[config.mk]
export PLATFORM = sky130hd
export DESIGN_NAME = phcp_port
export DESIGN_NICKNAME = d
export VERILOG_FILES = /design/src/logic/phcp_pkg.sv /design/src/logic/phcp_port.sv
export SDC_FILE = /design/constraint.sdc
export NUM_CORES = 1
export LEC_CHECK = 0
export BUFFER_PORTS_ARGS = -buffer_cell sky130_fd_sc_hd__buf_4
export CORE_ASPECT_RATIO = 1.2
export CORE_MARGIN = 2
export CORE_UTILIZATION = 50
export CTS_BUF_LIST = sky130_fd_sc_hd__clkbuf_2
export DETAILED_ROUTE_END_ITERATION = 10
export PLACE_DENSITY = 0.72
export SYNTH_ARGS = -nofsm -noshare
export SYNTH_HDL_FRONTEND = slang
export SYNTH_SLANG_ARGS = --single-unit
[constraint.sdc]
create_clock -name clk_sys_i -period 3.1 [get_ports clk_sys_i]
set_clock_uncertainty 0.05 [all_clocks]
set_input_delay 0.31 -clock clk_sys_i [delete_from_list [all_inputs] [get_ports clk_sys_i]]
set_output_delay 0.31 -clock clk_sys_i [all_outputs]
set_load 0.1 [all_outputs]
[src/logic/phcp_pkg.sv]
`default_nettype none
package phcp_pkg;
  // synchroniser depth for pins arriving from the host
  localparam int SYNC_STAGES = 3;
  localparam int DATA_W = 16;
  localparam int BYTE_W = 8;
  localparam int FIFO_DEPTH = 16;
  // status word field positions
  localparam int STAT_PAGE_LSB = 8;
  localparam int STAT_COMMAND_IN_PROGRESS_BIT = 2;
  localparam int STAT_INT_BIT = 1;
  localparam int STAT_WAIT_BIT = 0;
  // reset values
  localparam logic [15:0] DATA_RST = 16'h0000;
  localparam logic [7:0] BYTE_RST = 8'h00;
  localparam logic [1:0] LANE_OE_RST = 2'b00;
  localparam logic [1:0] LANE_OE_WIDE = 2'b11;
  localparam logic [1:0] LANE_OE_NARROW = 2'b01;

  // access decode: {address pin, read}
  typedef enum logic [1:0] {
    ACC_WRITE_DATA = 2'b00,
    ACC_READ_DATA = 2'b01,
    ACC_WRITE_CMD = 2'b10,
    ACC_READ_STATUS = 2'b11
  } phcp_access_t;

  // access state: idle to either strobe phase is one bit change
  typedef enum logic [1:0] {
    ST_IDLE = 2'b00,
    ST_WRITE = 2'b01,
    ST_READ = 2'b10
  } phcp_state_t;

  // pin group as seen after synchronisation
  typedef struct packed {
    logic select_n;
    logic addr;
    logic strobe_a_n;
    logic strobe_b;
    logic [15:0] data;
  } phcp_pins_t;

  localparam int PIN_W = $bits(phcp_pins_t);
  localparam logic [PIN_W-1:0] PIN_RST = {4'hf, 16'h0000};

  // static configuration
  typedef struct packed {
    logic combined_strobe;
    logic bus_16;
    logic byte_swap;
    logic wait_enable;
    logic wait_active_high;
    logic wait_push_pull;
  } phcp_cfg_t;

  localparam logic [5:0] CFG_RST = 6'h00;
endpackage
`default_nettype wire

[src/logic/phcp_port.sv]
`default_nettype none

module phcp_fifo #(
  parameter int WIDTH = 16,
  parameter int DEPTH = 16
) (
  input wire logic clk_sys_i,
  input wire logic rst_i,
  input wire logic in_valid_i,
  output logic in_ready_o,
  input wire logic [WIDTH-1:0] in_data_i,
  output logic out_valid_o,
  input wire logic out_ready_i,
  output logic [WIDTH-1:0] out_data_o
);
  localparam int AW = $clog2(DEPTH);
  logic [WIDTH-1:0] mem_reg [DEPTH];
  logic [AW:0] wr_ptr_reg, wr_ptr_next, rd_ptr_reg, rd_ptr_next;
  logic push, pop, full, empty;

  assign full = (wr_ptr_reg[AW] != rd_ptr_reg[AW]) && (wr_ptr_reg[AW-1:0] == rd_ptr_reg[AW-1:0]);
  assign empty = (wr_ptr_reg == rd_ptr_reg);
  assign in_ready_o = !full;
  assign out_valid_o = !empty;
  assign out_data_o = mem_reg[rd_ptr_reg[AW-1:0]];
  assign push = in_valid_i && !full;
  assign pop = out_ready_i && !empty;

  always_comb begin
    wr_ptr_next = push ? wr_ptr_reg + 1'b1 : wr_ptr_reg;
    rd_ptr_next = pop ? rd_ptr_reg + 1'b1 : rd_ptr_reg;
  end

  always_ff @(posedge clk_sys_i) begin
    if (rst_i) begin
      wr_ptr_reg <= '0;
      rd_ptr_reg <= '0;
    end else begin
      wr_ptr_reg <= wr_ptr_next;
      rd_ptr_reg <= rd_ptr_next;
    end
    if (push) begin
      mem_reg[wr_ptr_reg[AW-1:0]] <= in_data_i;
    end
  end
endmodule

module phcp_port #(
  parameter int CNT_W = 16,
  parameter int FIFO_DEPTH_P = phcp_pkg::FIFO_DEPTH
) (
  input wire logic clk_sys_i,
  input wire logic rst_i,
  input wire phcp_pkg::phcp_cfg_t cfg_i,
  input wire logic port_select_n_i,
  input wire logic port_addr_i,
  input wire logic write_strobe_n_i,
  input wire logic read_strobe_n_i,
  input wire logic [15:0] port_data_bus_i,
  output logic [15:0] port_data_bus_o,
  output logic [1:0] port_data_bus_oe_o,
  output logic hold_off_out_o,
  output logic hold_off_out_oe_o,
  output logic cmd_valid_o,
  output logic [15:0] cmd_word_o,
  input wire logic [CNT_W-1:0] cmd_words_i,
  input wire logic cmd_is_read_i,
  output logic wr_valid_o,
  input wire logic wr_ready_i,
  output logic [15:0] wr_data_o,
  input wire logic rd_valid_i,
  output logic rd_ready_o,
  input wire logic [15:0] rd_data_i,
  input wire logic [7:0] active_page_number_i,
  input wire logic interrupt_level_i,
  output logic command_in_progress_o
);
  import phcp_pkg::*;

  logic [PIN_W-1:0] sync_reg [SYNC_STAGES];
  logic [PIN_W-1:0] filt_reg, filt_next;
  phcp_pins_t pins, prev_reg;
  phcp_cfg_t cfg_reg;
  phcp_state_t state_reg, state_next;
  logic wr_act, rd_act;
  logic phase_reg, phase_next, stat_phase_reg, stat_phase_next;
  logic cmd_col_reg, cmd_col_next;
  logic [7:0] first_byte_reg, first_byte_next;
  logic [CNT_W-1:0] remaining_reg, remaining_next;
  logic cmd_read_reg, cmd_read_next, first_pend_reg, first_pend_next;
  logic cmd_valid_reg, cmd_valid_next;
  logic [15:0] cmd_word_reg, cmd_word_next;
  logic [15:0] rd_hold_reg, rd_hold_next;
  logic rd_hold_valid_reg, rd_hold_valid_next;
  logic rd_is_data_reg, rd_is_data_next;
  logic [15:0] dout_reg, dout_next;
  logic [1:0] doe_reg, doe_next;
  logic hold_reg, hold_next;
  logic fifo_push, fifo_ready;
  logic [15:0] fifo_word;
  logic [15:0] status_word, rd_word;
  logic rd_fetch, busy;

  // three-stage synchroniser; a pin change is taken once stages two and three agree
  always_ff @(posedge clk_sys_i) begin
    if (rst_i) begin
      for (int i = 0; i < SYNC_STAGES; i++) begin
        sync_reg[i] <= PIN_RST;
      end
    end else begin
      sync_reg[0] <= {port_select_n_i, port_addr_i, write_strobe_n_i, read_strobe_n_i,
                      port_data_bus_i};
      for (int i = 1; i < SYNC_STAGES; i++) begin
        sync_reg[i] <= sync_reg[i-1];
      end
    end
  end

  always_comb begin
    filt_next = (~(sync_reg[1] ^ sync_reg[2]) & sync_reg[2]) |
                ((sync_reg[1] ^ sync_reg[2]) & filt_reg);
  end

  assign pins = phcp_pins_t'(filt_reg);

  // access qualifiers: select low plus strobe(s) low; in combined mode a read has strobe_b high
  always_comb begin
    if (cfg_reg.combined_strobe) begin
      wr_act = !pins.select_n && !pins.strobe_a_n && !pins.strobe_b;
      rd_act = !pins.select_n && !pins.strobe_a_n && pins.strobe_b;
    end else begin
      wr_act = !pins.select_n && !pins.strobe_a_n;
      rd_act = !pins.select_n && !pins.strobe_b;
    end
  end

  assign status_word = {active_page_number_i, 5'h00, busy, interrupt_level_i,
                        hold_off_out_o};
  assign busy = (remaining_reg != '0);
  // swapped view of the held read word, data only
  assign rd_word = cfg_reg.byte_swap ? {rd_hold_reg[7:0], rd_hold_reg[15:8]} : rd_hold_reg;
  assign rd_fetch = rd_valid_i && rd_ready_o;

  always_comb begin
    state_next = state_reg;
    phase_next = phase_reg;
    stat_phase_next = stat_phase_reg;
    cmd_col_next = cmd_col_reg;
    first_byte_next = first_byte_reg;
    remaining_next = remaining_reg;
    cmd_read_next = cmd_read_reg;
    first_pend_next = first_pend_reg;
    cmd_valid_next = 1'b0;
    cmd_word_next = cmd_word_reg;
    rd_hold_next = rd_hold_reg;
    rd_hold_valid_next = rd_hold_valid_reg;
    rd_is_data_next = rd_is_data_reg;
    dout_next = dout_reg;
    hold_next = 1'b0;
    fifo_push = 1'b0;
    fifo_word = DATA_RST;
    // a new command's data count arrives with its pulse
    if (cmd_valid_reg) begin
      remaining_next = cmd_words_i;
      cmd_read_next = cmd_is_read_i;
      first_pend_next = cmd_is_read_i;
    end
    if (rd_fetch) begin
      rd_hold_next = rd_data_i;
      rd_hold_valid_next = 1'b1;
    end
    case (state_reg)
      ST_IDLE: begin
        if (wr_act) begin
          state_next = ST_WRITE;
        end else if (rd_act) begin
          state_next = ST_READ;
          rd_is_data_next = !pins.addr;
        end
      end
      ST_WRITE: begin
        // data sits behind the FIFO; stall the host while it is full
        hold_next = !prev_reg.addr && busy && !fifo_ready;
        if (!wr_act) begin
          // rising edge of the write strobe latches the word
          state_next = ST_IDLE;
          if (prev_reg.addr && !(phase_reg && cmd_col_reg && !cfg_reg.bus_16)) begin
            // address-high write restarts the interpreter
            remaining_next = '0;
            cmd_read_next = 1'b0;
            first_pend_next = 1'b0;
            rd_hold_valid_next = 1'b0;
            stat_phase_next = 1'b0;
            phase_next = 1'b0;
          end
          if (cfg_reg.bus_16) begin
            if (prev_reg.addr || (!busy && !cmd_valid_reg)) begin
              cmd_valid_next = 1'b1;
              cmd_word_next = prev_reg.data;
            end else begin
              fifo_push = 1'b1;
              fifo_word = cfg_reg.byte_swap ? {prev_reg.data[7:0], prev_reg.data[15:8]}
                                            : prev_reg.data;
              remaining_next = remaining_reg - 1'b1;
            end
          end else if (!phase_reg || (prev_reg.addr && !cmd_col_reg)) begin
            // narrow bus: first byte of a pair
            phase_next = 1'b1;
            first_byte_next = prev_reg.data[7:0];
            cmd_col_next = prev_reg.addr || (!busy && !cmd_valid_reg);
          end else begin
            phase_next = 1'b0;
            if (cmd_col_reg) begin
              cmd_valid_next = 1'b1;
              cmd_word_next = {first_byte_reg, prev_reg.data[7:0]};
            end else begin
              fifo_push = 1'b1;
              fifo_word = cfg_reg.byte_swap ? {prev_reg.data[7:0], first_byte_reg}
                                            : {first_byte_reg, prev_reg.data[7:0]};
              remaining_next = remaining_reg - 1'b1;
            end
          end
        end
      end
      ST_READ: begin
        if (rd_is_data_reg) begin
          // wait only while the requested word has not arrived
          hold_next = !rd_hold_valid_reg && cmd_read_reg && busy;
          if (cfg_reg.bus_16 || !phase_reg) begin
            dout_next = cfg_reg.bus_16 ? rd_word : {BYTE_RST, rd_word[15:8]};
          end else begin
            dout_next = {BYTE_RST, rd_word[7:0]};
          end
        end else begin
          // status read is stretched until the first read word is ready
          hold_next = first_pend_reg && !rd_hold_valid_reg && busy;
          if (cfg_reg.bus_16 || !stat_phase_reg) begin
            dout_next = cfg_reg.bus_16 ? status_word
                                       : {BYTE_RST, status_word[15:8]};
          end else begin
            dout_next = {BYTE_RST, status_word[7:0]};
          end
        end
        if (!rd_act) begin
          state_next = ST_IDLE;
          if (!rd_is_data_reg) begin
            // status read leaves the interpreter alone
            stat_phase_next = !cfg_reg.bus_16 && !stat_phase_reg;
          end else if (rd_hold_valid_reg && cmd_read_reg && busy) begin
            first_pend_next = 1'b0;
            if (cfg_reg.bus_16 || phase_reg) begin
              phase_next = 1'b0;
              rd_hold_valid_next = 1'b0;
              remaining_next = remaining_reg - 1'b1;
            end else begin
              phase_next = 1'b1;
            end
          end
        end
      end
      default: begin
        state_next = ST_IDLE;
      end
    endcase
    if (!cfg_reg.wait_enable) begin
      hold_next = 1'b0;
    end
    // bus driven only during a read, low lane only when narrow
    if (state_next == ST_READ) begin
      doe_next = cfg_reg.bus_16 ? LANE_OE_WIDE : LANE_OE_NARROW;
    end else begin
      doe_next = LANE_OE_RST;
    end
  end

  always_ff @(posedge clk_sys_i) begin
    if (rst_i) begin
      filt_reg <= PIN_RST;
      prev_reg <= phcp_pins_t'(PIN_RST);
      cfg_reg <= phcp_cfg_t'(CFG_RST);
      state_reg <= ST_IDLE;
      phase_reg <= 1'b0;
      stat_phase_reg <= 1'b0;
      cmd_col_reg <= 1'b0;
      first_byte_reg <= BYTE_RST;
      remaining_reg <= '0;
      cmd_read_reg <= 1'b0;
      first_pend_reg <= 1'b0;
      cmd_valid_reg <= 1'b0;
      cmd_word_reg <= DATA_RST;
      rd_hold_reg <= DATA_RST;
      rd_hold_valid_reg <= 1'b0;
      rd_is_data_reg <= 1'b0;
      dout_reg <= DATA_RST;
      doe_reg <= LANE_OE_RST;
      hold_reg <= 1'b0;
    end else begin
      filt_reg <= filt_next;
      prev_reg <= pins;
      cfg_reg <= cfg_i;
      state_reg <= state_next;
      phase_reg <= phase_next;
      stat_phase_reg <= stat_phase_next;
      cmd_col_reg <= cmd_col_next;
      first_byte_reg <= first_byte_next;
      remaining_reg <= remaining_next;
      cmd_read_reg <= cmd_read_next;
      first_pend_reg <= first_pend_next;
      cmd_valid_reg <= cmd_valid_next;
      cmd_word_reg <= cmd_word_next;
      rd_hold_reg <= rd_hold_next;
      rd_hold_valid_reg <= rd_hold_valid_next;
      rd_is_data_reg <= rd_is_data_next;
      dout_reg <= dout_next;
      doe_reg <= doe_next;
      hold_reg <= hold_next;
    end
  end

  phcp_fifo #(
    .WIDTH(DATA_W),
    .DEPTH(FIFO_DEPTH_P)
  ) u_wr_fifo (
    .clk_sys_i(clk_sys_i),
    .rst_i(rst_i),
    .in_valid_i(fifo_push),
    .in_ready_o(fifo_ready),
    .in_data_i(fifo_word),
    .out_valid_o(wr_valid_o),
    .out_ready_i(wr_ready_i),
    .out_data_o(wr_data_o)
  );

  // hold-off pin: polarity and open-drain/push-pull, undriven until enabled
  assign hold_off_out_o = cfg_reg.wait_active_high ? hold_reg : !hold_reg;
  assign hold_off_out_oe_o = cfg_reg.wait_enable && (cfg_reg.wait_push_pull || hold_reg);
  assign port_data_bus_o = dout_reg;
  assign port_data_bus_oe_o = doe_reg;
  assign cmd_valid_o = cmd_valid_reg;
  assign cmd_word_o = cmd_word_reg;
  assign rd_ready_o = !rd_hold_valid_reg && cmd_read_reg && busy;
  assign command_in_progress_o = busy;
endmodule
`default_nettype wire

# ---- After elaboration in Yosys (flattened, before gate mapping)
# Memory sizes are Yosys's and may differ from the RTL's. A register that Yosys moved wholly into a read port is not among the register bits.
# Index checks and enable logic that the tools add are counted.
dict set report totals {
  elab_cells 210
  output_inout_bits 56
  mem_count 2
  ramBits 316
  input_bits 72
  reg_bits 138
}
# name words width rd rd_clocked_by_memory_dff wr line
set mem_list {}
lappend mem_list {u_wr_fifo.mem_reg 16 16 1 1 1 phcp_port.sv:17} ;# logic [WIDTH-1:0] mem_reg [DEPTH];
lappend mem_list {sync_reg 3 20 3 0 3 phcp_port.sv:80} ;# logic [PIN_W-1:0] sync_reg [SYNC_STAGES];
dict set report classes {
  add_sub_neg 3
  n_eq_ne 15
  bitwise_logic 13
  n_reduce_logical 57
  n_mux 93
}
# op n
set ops {}
lappend ops {{16-bit 2-to-1 mux} 29}
lappend ops {{20-bit 2-to-1 mux} 3}
lappend ops {{1-bit 2-to-1 mux} 47}
lappend ops {{20-bit bitwise AND} 2}
lappend ops {{16-bit case mux with 2 select lines} 1}
lappend ops {{1-bit logical AND} 23}
lappend ops {{20-bit inverter} 1}
lappend ops {{20-bit bitwise OR} 1}
lappend ops {{20-bit bitwise XOR} 1}
lappend ops {{1-bit zero test} 16}
lappend ops {{16-bit nonzero test} 1}
lappend ops {{16-bit by 1-bit subtractor with 16-bit output, second input constant} 1}
lappend ops {{2-bit inequality test, second input constant} 7}
lappend ops {{5-bit by 1-bit adder with 5-bit output, second input constant} 2}
lappend ops {{2-bit 2-to-1 mux} 5}
lappend ops {{1-bit case mux with 2 select lines} 5}
lappend ops {{5-bit AND reduction} 2}
lappend ops {{4-bit 2-to-1 mux} 2}
lappend ops {{1-bit logical OR} 6}
lappend ops {{2-bit case mux with 3 select lines} 1}
lappend ops {{6-bit AND reduction} 1}
lappend ops {{5-bit equality test} 1}
lappend ops {{1-bit inverter} 5}
lappend ops {{2-bit equality test, second input constant} 2}
lappend ops {{other kinds (12)} 16}

# ---- Depth between registers and ports, before layout
# Gate-level depths: netlist (run 1).
dict set report logic_depth {
  word_depth 11
  ltp_mapped 11
  ltp_nobuf 9
}

# ---- Cells and area by module
# Synthesis (run 1) repeated with hierarchy kept, for this count alone.
dict set report unflattened {
  cells_unflattened 1280
  hier_area_um2 18433.9
}
# module seq_area_each_um2 cells_each area_per_inst_um2 instances
set by_module_without_submodules {}
lappend by_module_without_submodules {phcp_fifo 7967.6 461 10717.8 1}
lappend by_module_without_submodules {phcp_port 3763.6 819 7716.2 1}

# ---- Worst setup path before layout (run 1)
# OpenSTA, ideal clock, no wires.
dict set report synth_timing {
  path_type {reg2reg}
  startpoint {register cmd_valid_reg (netlist: cmd_valid_o)}
  endpoint {memory u_wr_fifo.mem_reg[0][0], enable pin}
  setup_ns 0.409
  arrival_time_ns 3.087
  required_ns 2.641
  n_path_buf 0
  path_stages_with_launch 7
  setup_slack_ns -0.446
  synth_period_minus_slack_ns 3.546
  cell_sequence {dfxtp_1 inv_1 nand2_1 o211ai_1 nor2_1 nand2_1 nor3_1}
}
dict set report synth_via {
  elab_chain_cells 10
}
# element line
set synth_lines {}
lappend synth_lines {{from (decl)} phcp_port.sv:91} ;# logic cmd_valid_reg, cmd_valid_next;
lappend synth_lines {{from (signal assigned)} phcp_port.sv:309} ;# cmd_valid_reg <= cmd_valid_next;
lappend synth_lines {{1-bit zero test} phcp_port.sv:197} ;# if (prev_reg.addr || (!busy && !cmd_valid_reg)) begin
lappend synth_lines {{1-bit logical AND} phcp_port.sv:197}
lappend synth_lines {{1-bit logical OR} phcp_port.sv:197}
lappend synth_lines {{1-bit 2-to-1 mux} phcp_port.sv:197}
lappend synth_lines {{1-bit 2-to-1 mux} phcp_port.sv:196} ;# if (cfg_reg.bus_16) begin
lappend synth_lines {{1-bit 2-to-1 mux} phcp_port.sv:184} ;# if (!wr_act) begin
lappend synth_lines {{1-bit 2-to-1 mux} phcp_port.sv:172} ;# case (state_reg)
lappend synth_lines {{1-bit logical AND} phcp_port.sv:26} ;# assign push = in_valid_i && !full;
lappend synth_lines {{1-bit 2-to-1 mux} phcp_port.sv:42} ;# if (push) begin
lappend synth_lines {{1-bit 2-to-1 mux (implied by the code)} phcp_port.sv:43} ;# mem_reg[wr_ptr_reg[AW-1:0]] <= in_data_i;
lappend synth_lines {{to (decl)} phcp_port.sv:17}
# No other way between the ends.

==> results of run 1 <==
[routing by layer]
metal	vias up	part of all wire, %	global-route usage [%]
met4	0	2.9	9.21
met2	557	51	40.5
met1	6077	39	28.8
met3	113	7.0	4.85
met5	-	0	0
li1	5671	-	-
[worst max-delay path: stages (launching register included)]
cell and delay [ns]:
dfxtp_4 0.39, buf_12 0.13, buf_12 0.13, buf_16 0.12, mux4_2 0.51, mux4_2 0.52
buf_12 0.19
[power by group]
group	switching (mW)	internal, mW
clock	2.33	1.43
sequential	0.0190	6.37
combinational	0.136	0.199
total	2.48	8.00
[placed cells by master, fill, tap and decap left out, drive strengths merged, types with 73 or more instances in the layout]
cell type    instances
mux4                80
dfxtp              202
nor2b               73
buf                193
edfxtp             256
nand2               82
dlygate4sd3        150
a21oi               86
clkbuf             140
nor2                94
[timing repair]
action | in CTS | in global routing
hold buffers | 149 | 1
resized for setup | 41 | 11
endpoints found under the setup margin | 17 | 29
cloned | 4 | 2
pin swaps | 1 | 2
setup buffers | 7 | 4
hold endpoints to repair | 143 | 1
[area by class of cell]
| cell class | count | area [um2] |
|---|---|---|
| antenna | 4 | 10.0 |
| fill | 2657 | 13100 |
| multi-input combinational | 743 | 6030 |
| clock inverter | 49 | 272 |
| tap | 468 | 586 |
| sequential | 458 | 11700 |
| inverter | 16 | 65.1 |
| clock buffer | 139 | 696 |
| timing repair buffer | 344 | 3300 |
[worst min-delay path by stage]
stage,endpoint,start
finish,sync_reg[0][4]$_SDFF_PP0_,port_data_bus_i[4]
global route,sync_reg[0][4]$_SDFF_PP0_,port_data_bus_i[4]
CTS,sync_reg[0][4]$_SDFF_PP0_,port_data_bus_i[4]
detailed placement,sync_reg[0][38]$_SDFF_PP1_,sync_reg[0][18]$_SDFF_PP1_
global placement,sync_reg[0][39]$_SDFF_PP1_,sync_reg[0][19]$_SDFF_PP1_
floorplan,sync_reg[0][36]$_SDFF_PP1_,sync_reg[0][16]$_SDFF_PP1_
[through the flow]
stage,instance area [um2],utilization (%),instances,TNS [ns],total power [mW]
2_1_floorplan,18100,-,1294,-2.34,6.64
3_3_place_gp,19700,55.2,1862,0,6.74
3_5_place_dp,19700,55.2,1862,0,6.74
4_1_cts,22600,63.1,2210,-3.88,10.6
5_1_grt,22700,63.5,2221,-5.56,10.9
6_report,22700,63.5,2221,-2.57,10.5
[cell families (layout without fill, tap and decap cells)]
logic type / count (synthesis) / count (layout) / share of synthesized area (%)
and+or+nand+nor: 359 / 360 / 10.3
muxes: 134 / 134 / 13.0
AOI/OAI and AO/OA: 211 / 211 / 7.53
buffers and inverters: 94 / 548 / 2.26
other: 0 / 4 / 0
xor gates and xnor gates: 27 / 27 / 1.31
DFF: 458 / 458 / 64.8
adders and majority gates: 11 / 11 / 0.761
==> flow_summary.toml, run 1 <==
[power]
ir_drop_uv = 316
leakage_nw = 8.48
power_density_nw_per_um2 = 462

[global_routing]
grt_pass1_vias = 12600
gr-usage-all-layers_pct = 23.4
antenna_found_initial = 2
grt_pass1_wl_um = 67400
grt-ovfl-total = 0
grt_max_degree = 112

[synthesis]
ys_top_cells_by_area = "edfxtp_1, dfxtp_1, mux4_2"
synth-edff-count = 256
synth_fp_nets = 1377
yosysWarningCount = 0
netlist_instances = 1294
yosys.area.top_type_share_pct = 42.5
synth_cell_types = 70
yosysMostFrequentCell = "edfxtp_1"
ys_ff_latch = 458
synth_flop_cell = "edfxtp_1"
synthArstFlopShare_pct = 0
yosysSeqAreaShare_pct = 64.8
synth.largest_area_cell = "edfxtp_1"
syn_area_per_cell_um2 = 14.0
yosys-top-cells-count = "edfxtp_1, dfxtp_1, nor2_1"
netlist_area_um2 = 18100

[clock_network]
numCtsBuffers = 107
cts_buffer_depth = 3
h-tree-depth = 3
clk_latency_ns = 0.97
cts.reportedPaths.clkPinSlew_ns = 0.10
cts_sinks = 458
cts_tree = "built"
cts_root_buffer = "clkbuf_2"

[run]
maxCapViolCount = 0

[worst_setup_path]
reg2reg_depth = 9
crit_path_end_kind = "primary output"
required_ns = 2.74
reg2reg_slack_ns = 0.04
cp_max_fo = 5
start_kind = "register"
cp-endpoint = "wr_data_o[6]"
arrival_ns = 2.94
r2r-end = "rd_hold_reg[9]$_SDFFE_PP0P_"
crit_type = "reg -> out"
r2r_start = "remaining_reg[9]$_SDFF_PP0_"

[route]
vias_per_cell = 5.59
wl_per_cell_um = 19.7
final_antenna_net_count = 0
wirelength_um = 43700
drt_iter0_markers = 1102
first_pass_iters = 8
vias = 12400
drc = 1

[finish]
final_nets = 1753
largest_reg_flops = 256
syn_to_final_growth_pct = 25.4
drive_gt1_share_pct = 27.8

[hold_path]
hp-class = "in -> reg"
hold-path-cell-count = 3

[floorplan]
rows = 76
start_util_pct = 50.6
die_w_um = 178
dieArea_um2 = 37700
ioPinCount = 128
core_area_um2 = 35800
die_y_um = 212

[place]
pre_cts_ws_ns = 0.296
routabilityCongestion = 0.835
place_hpwl_um = 24700
io_buffers = 127

[sta]
hold_viol = 0
fin_crit_sh_pct = 106
worstMarginPinSlew_ns = 0.947
rsz0062_at_grt = "yes"
whs_ns = 0.119
slew_headroom_pct = 36.6
final.min_clock_period_ns = 3.30
slew_viol_final = 0
worst_slack_ns = -0.197
finalSetupViolCount = 16
fmaxAchievable_mhz = 303

[outcome]
outcome = "complete, but fails checks"
failed_checks = "design-rule violations, negative setup slack"
(Power assumes the default switching activity.)
==> run 2, diff against run 1 <==
--- a/config.mk
+++ b/config.mk
@@ -6,12 +6,13 @@
 export NUM_CORES = 1
 export LEC_CHECK = 0
 export BUFFER_PORTS_ARGS = -buffer_cell sky130_fd_sc_hd__buf_4
-export CORE_ASPECT_RATIO = 1.2
+export CORE_ASPECT_RATIO = 1.75
 export CORE_MARGIN = 2
 export CORE_UTILIZATION = 50
 export CTS_BUF_LIST = sky130_fd_sc_hd__clkbuf_2
 export DETAILED_ROUTE_END_ITERATION = 10
 export PLACE_DENSITY = 0.72
+export SKIP_CTS_REPAIR_TIMING = 1
 export SYNTH_ARGS = -nofsm -noshare
 export SYNTH_HDL_FRONTEND = slang
 export SYNTH_SLANG_ARGS = --single-unit
==> run 2 against run 1 <==
  * The flow finishes with violations (negative setup slack)
  * Hold slack got worse by 0.075 ns
  * Utilization fell by 0.82 points
  * Global-route usage fell by 2.2 points
  * Fmax down 3.0%
  * Count of clock-buffer cells in the layout grew 3
  * Die area increased by 0.14%
  * Register-to-register slack worse by 0.03 ns
  * Sequential power barely moved
  * Cell area down 1.2%
  * Non-clock buffer count fell by 4
  * First-iteration DRC count down 25%
  * Final cell count shrank 1.0%
==> flow_summary.toml, run 2 (synthesis gave the netlist of run 1 again) <==
[outcome]
outcome = "complete, but fails checks"
failed_checks = "negative setup slack"

[sta]
fmaxAchievable_mhz = 294
hold_viol = 0
whs_ns = 0.0440
final.min_clock_period_ns = 3.40
fin_crit_sh_pct = 110
slew_viol_final = 0
rsz0062_at_grt = "yes"
slew_headroom_pct = 33.6
worstMarginPinSlew_ns = 0.989
finalSetupViolCount = 17
worst_slack_ns = -0.300

[finish]
syn_to_final_growth_pct = 23.9
nFillCells = 2662
final_nets = 1736
final_cell_mix = "edfxtp_1, dfxtp_1, buf_4"
register_area_um2 = 11800
utilization_pct = 62.6
drive_gt1_share_pct = 29.4
final_common_cell = "edfxtp_1"
multi_input_area_um2 = 6020
largest_reg_flops = 256
final_cells = 2198

[worst_setup_path]
arrival_ns = 3.04
reg2reg_depth = 12
crit_type = "reg -> out"
cp_max_fo = 9
required_ns = 2.74
crit_path_end_kind = "primary output"
start_kind = "register"

[floorplan]
die_y_um = 256
dieArea_um2 = 37800
core_area_um2 = 35800
die_w_um = 148
rows = 92
ioPinCount = 128
start_util_pct = 50.5

[place]
io_buffers = 127
pre_cts_ws_ns = 0.0748
routabilityCongestion = 0.846
dp.cells = 1876
place_hpwl_um = 27000

[route]
vias_per_cell = 5.52
vias = 12100
final_antenna_net_count = 0
wl_per_cell_um = 19.6
wirelength_um = 43000
first_pass_iters = 8
drt_iter0_markers = 829
drc = 0

[clock_network]
cts_root_buffer = "clkbuf_2"
h-tree-depth = 3
numCtsBuffers = 95
cts_buffer_depth = 3
cts_tree = "built"
cts_sinks = 458
clk_latency_ns = 1.02
cts.reportedPaths.clkPinSlew_ns = 0.11

[power]
power_density_nw_per_um2 = 462
ir_drop_uv = 319
leakage_nw = 8.40

[global_routing]
antenna_found_initial = 2
gr-usage-all-layers_pct = 21.2
grt_pass1_vias = 11500
grt_pass1_wl_um = 61600
grt-ovfl-total = 0
grt_max_degree = 104

[hold_path]
hp-class = "in -> reg"
hold-path-cell-count = 3

[run]
maxCapViolCount = 0
==> run 2: layout make-up <==
cell class | instances | area share (%)
Inverter | 16 | 0.279
Clock buffer | 142 | 3.17
Timing Repair Buffer | 340 | 13.8
Antenna cell | 2 | 0.0223
Sequential cell | 458 | 52.4
Clock inverter | 28 | 0.859
Multi-Input combinational cell | 742 | 26.8
Tap cell | 470 | 2.62
==> run 2: layer usage <==
metal	GRT usage, %	up-vias	routed length [um]
met1	22.3	6042	15400
met5	0	-	0
met4	10.2	0	1610
li1	-	5617	-
met3	4.08	104	1810
met2	39.8	374	24200
==> run 2: worst max-delay path, stage by stage (launching register included) <==
cell,delay (ns)
dfxtp_4,0.46
buf_12,0.17
buf_4,0.14
mux4_2,0.54
mux4_2,0.53
buf_8,0.20
==> run 2: worst paths after layout <==
kind / start / end / slack (ns)
setup / recovery: register / wr_data_o[12] / -0.30
hold / removal: port_data_bus_i[0] / sync_reg[0][0]$_SDFF_PP0_ / 0.04
setup reg to reg: remaining_reg[1]$_SDFF_PP0_ / rd_hold_reg[8]$_SDFFE_PP0P_ / 0.01
hold reg to reg: sync_reg[0][16]$_SDFF_PP1_ / sync_reg[0][36]$_SDFF_PP1_ / 0.37
==> run 2: power breakdown <==
part	internal (mW)	switching (mW)	leakage [nW]
combinational	0.189	0.133	3.41
sequential	6.37	0.0144	4.31
clock	1.47	2.19	0.684
total	8.02	2.33	8.40
==> run 2: metrics by stage <==
stage               cell area [um2]  TNS [ns]  power, mW
CTS                           20800     -8.48       10.4
floorplan                     18100     -2.34       6.64
global route                  22400     -5.43       10.8
global placement              19800         0       6.74
finish                        22400     -3.47       10.4
detailed placement            19800         0       6.74
==> run 3, diff against run 2 <==
--- a/config.mk
+++ b/config.mk
@@ -9,9 +9,9 @@
 export CORE_ASPECT_RATIO = 1.75
 export CORE_MARGIN = 2
 export CORE_UTILIZATION = 50
-export CTS_BUF_LIST = sky130_fd_sc_hd__clkbuf_2
+export CTS_BUF_LIST = sky130_fd_sc_hd__clkbuf_8
 export DETAILED_ROUTE_END_ITERATION = 10
-export PLACE_DENSITY = 0.72
+export PLACE_DENSITY = 0.69
 export SKIP_CTS_REPAIR_TIMING = 1
 export SYNTH_ARGS = -nofsm -noshare
 export SYNTH_HDL_FRONTEND = slang
==> constraint.sdc (replaced) <==
create_clock -name clk_sys_i -period 3.2 [get_ports clk_sys_i]
set_clock_uncertainty 0.05 [all_clocks]
set_input_delay 0.32 -clock clk_sys_i [delete_from_list [all_inputs] [get_ports clk_sys_i]]
set_output_delay 0.32 -clock clk_sys_i [all_outputs]
set_load 0.1 [all_outputs]
==> run 3 against run 2 <==
  * The run now ends clean
  * Utilization shrank 2.4 points
  * First-iteration DRC count shrank 16%
  * Final cell count is 7.3% lower
  * Hold slack worse by 0.031 ns
  * Via count down 6.7%
  * Die area unchanged
  * Global-route usage grew 0.10 points
  * Register-to-register slack better by 0.41 ns
==> flow_summary.toml, run 3 (synthesis gave the netlist of run 1 again) <==
[clock_network]
cts_root_buffer = "clkbuf_8"
numCtsBuffers = 60
h-tree-depth = 2
cts.reportedPaths.clkPinSlew_ns = 0.06
cts_tree = "built"
cts_sinks = 458
clk_latency_ns = 0.64
cts_buffer_depth = 3

[global_routing]
grt_pass1_wl_um = 61900
antenna_found_initial = 2
grt_pass1_vias = 11200
grt_max_degree = 130
grt-ovfl-total = 0
gr-usage-all-layers_pct = 21.3

[sta]
worst_slack_ns = 0.172
slew_headroom_pct = 36.4
fmaxAchievable_mhz = 330
whs_ns = 0.0127
worstMarginPinSlew_ns = 0.950
rsz0062_at_grt = "no"
fin_crit_sh_pct = 94.6
final.min_clock_period_ns = 3.03
slew_viol_final = 0
finalSetupViolCount = 0
hold_viol = 0

[route]
dr_wl_met2_um = 22800
wirelength_um = 40700
wl_met3_um = 1600
top_layer = "met4"
final_antenna_net_count = 0
drt_iter0_markers = 694
first_pass_iters = 6
met1_length_um = 14600
vias_per_cell = 5.55
wl_per_cell_um = 19.9
vias = 11300
drc = 0

[floorplan]
dieArea_um2 = 37800
die_w_um = 148
rows = 92
start_util_pct = 50.5
core_area_um2 = 35800
ioPinCount = 128
die_y_um = 256

[finish]
syn_to_final_growth_pct = 19.3
utilization_pct = 60.3
largest_reg_flops = 256
final_cell_mix = "edfxtp_1, dfxtp_1, buf_4"
final_nets = 1603
nFillCells = 2769
multi_input_area_um2 = 5980
drive_gt1_share_pct = 25.2
final_common_cell = "edfxtp_1"
register_area_um2 = 11700

[hold_path]
hold-path-cell-count = 3
hp-class = "in -> reg"
worstHoldStart = "active_page_number_i[0]"
worstHoldEndpoint = "port_data_bus_o[8]$_SDFFE_PP0P_"

[worst_setup_path]
start_kind = "register"
cp_max_fo = 36
r2r_start = "remaining_reg[0]$_SDFF_PP0_"
reg2reg_depth = 10
arrival_ns = 2.66
reg2reg_slack_ns = 0.42
required_ns = 2.83
r2r-end = "u_wr_fifo.mem_reg[2][15]$_DFFE_PP_"
crit_type = "reg -> out"
crit_path_end_kind = "primary output"

[place]
place_hpwl_um = 27200
pre_cts_ws_ns = 0.446
routabilityCongestion = 0.851
io_buffers = 127

[run]
maxCapViolCount = 0

[power]
ir_drop_uv = 349
leakage_nw = 7.92
power_density_nw_per_um2 = 494

[outcome]
outcome = "complete, no violations"
run 3: cell count changes in the layout (fill, tap and decap cells not counted), moves of 12 or more:
cell / delta
clkbuf_2: -142
clkbuf_8: +71
dlygate4sd3_1: -69
inv_1: +27
clkinv_1: -16
buf_6: -12
run 3: layout make-up:
type	instances	share of cell area (%)
diodes	2	0.0232
clock buffers	71	4.53
clock inverters	37	0.974
inverters	16	0.290
multi-input cells	742	27.7
flip-flops and latches	458	54.4
well taps	470	2.72
repair buffers	242	9.36
run 3: per-stage QoR:
stage | TNS (ns) | cells | power (mW) | cell area [um2]
after global routing | 0 | 2038 | 11.0 | 21600
after detailed placement | 0 | 1873 | 6.53 | 19800
after CTS | -0.0110 | 1981 | 10.7 | 21000
after floorplan | 0 | 1294 | 6.43 | 18100
final | 0 | 2038 | 10.7 | 21600
after global placement | 0 | 1873 | 6.53 | 19800
run 3: per-layer routing:
metal / up-vias / track usage (%)
li1: 5289 / -
met1: 5585 / 23.3
met2: 328 / 40.1
met3: 118 / 3.07
met4: 0 / 9.80
met5: - / 0
run 3: power breakdown:
group	switching [mW]	internal, mW	leakage (nW)
combinational	0.119	0.146	2.92
clock	2.03	2.17	0.702
sequential	0.0134	6.18	4.31
run 3: how the worst max path moves through the flow:
stage                                     start  cells past startpoint                                 end
detailed placement  remaining_reg[0]$_SDFF_PP0_                     10   u_wr_fifo.mem_reg[2][1]$_DFFE_PP_
floorplan                cmd_valid_o$_SDFF_PP0_                      6  u_wr_fifo.mem_reg[12][0]$_DFFE_PP_
CTS                                    register                      4                       wr_data_o[14]
global placement    remaining_reg[0]$_SDFF_PP0_                     10   u_wr_fifo.mem_reg[2][4]$_DFFE_PP_
global route                           register                      4                        wr_data_o[9]
finish                                 register                      4                       wr_data_o[14]
run 3: worst max-delay path, cell delays in order, from the launching register on:
cell and delay [ns]:
dfxtp_4 0.37, buf_12 0.28, mux4_2 0.55, mux4_2 0.54
buf_4 0.26
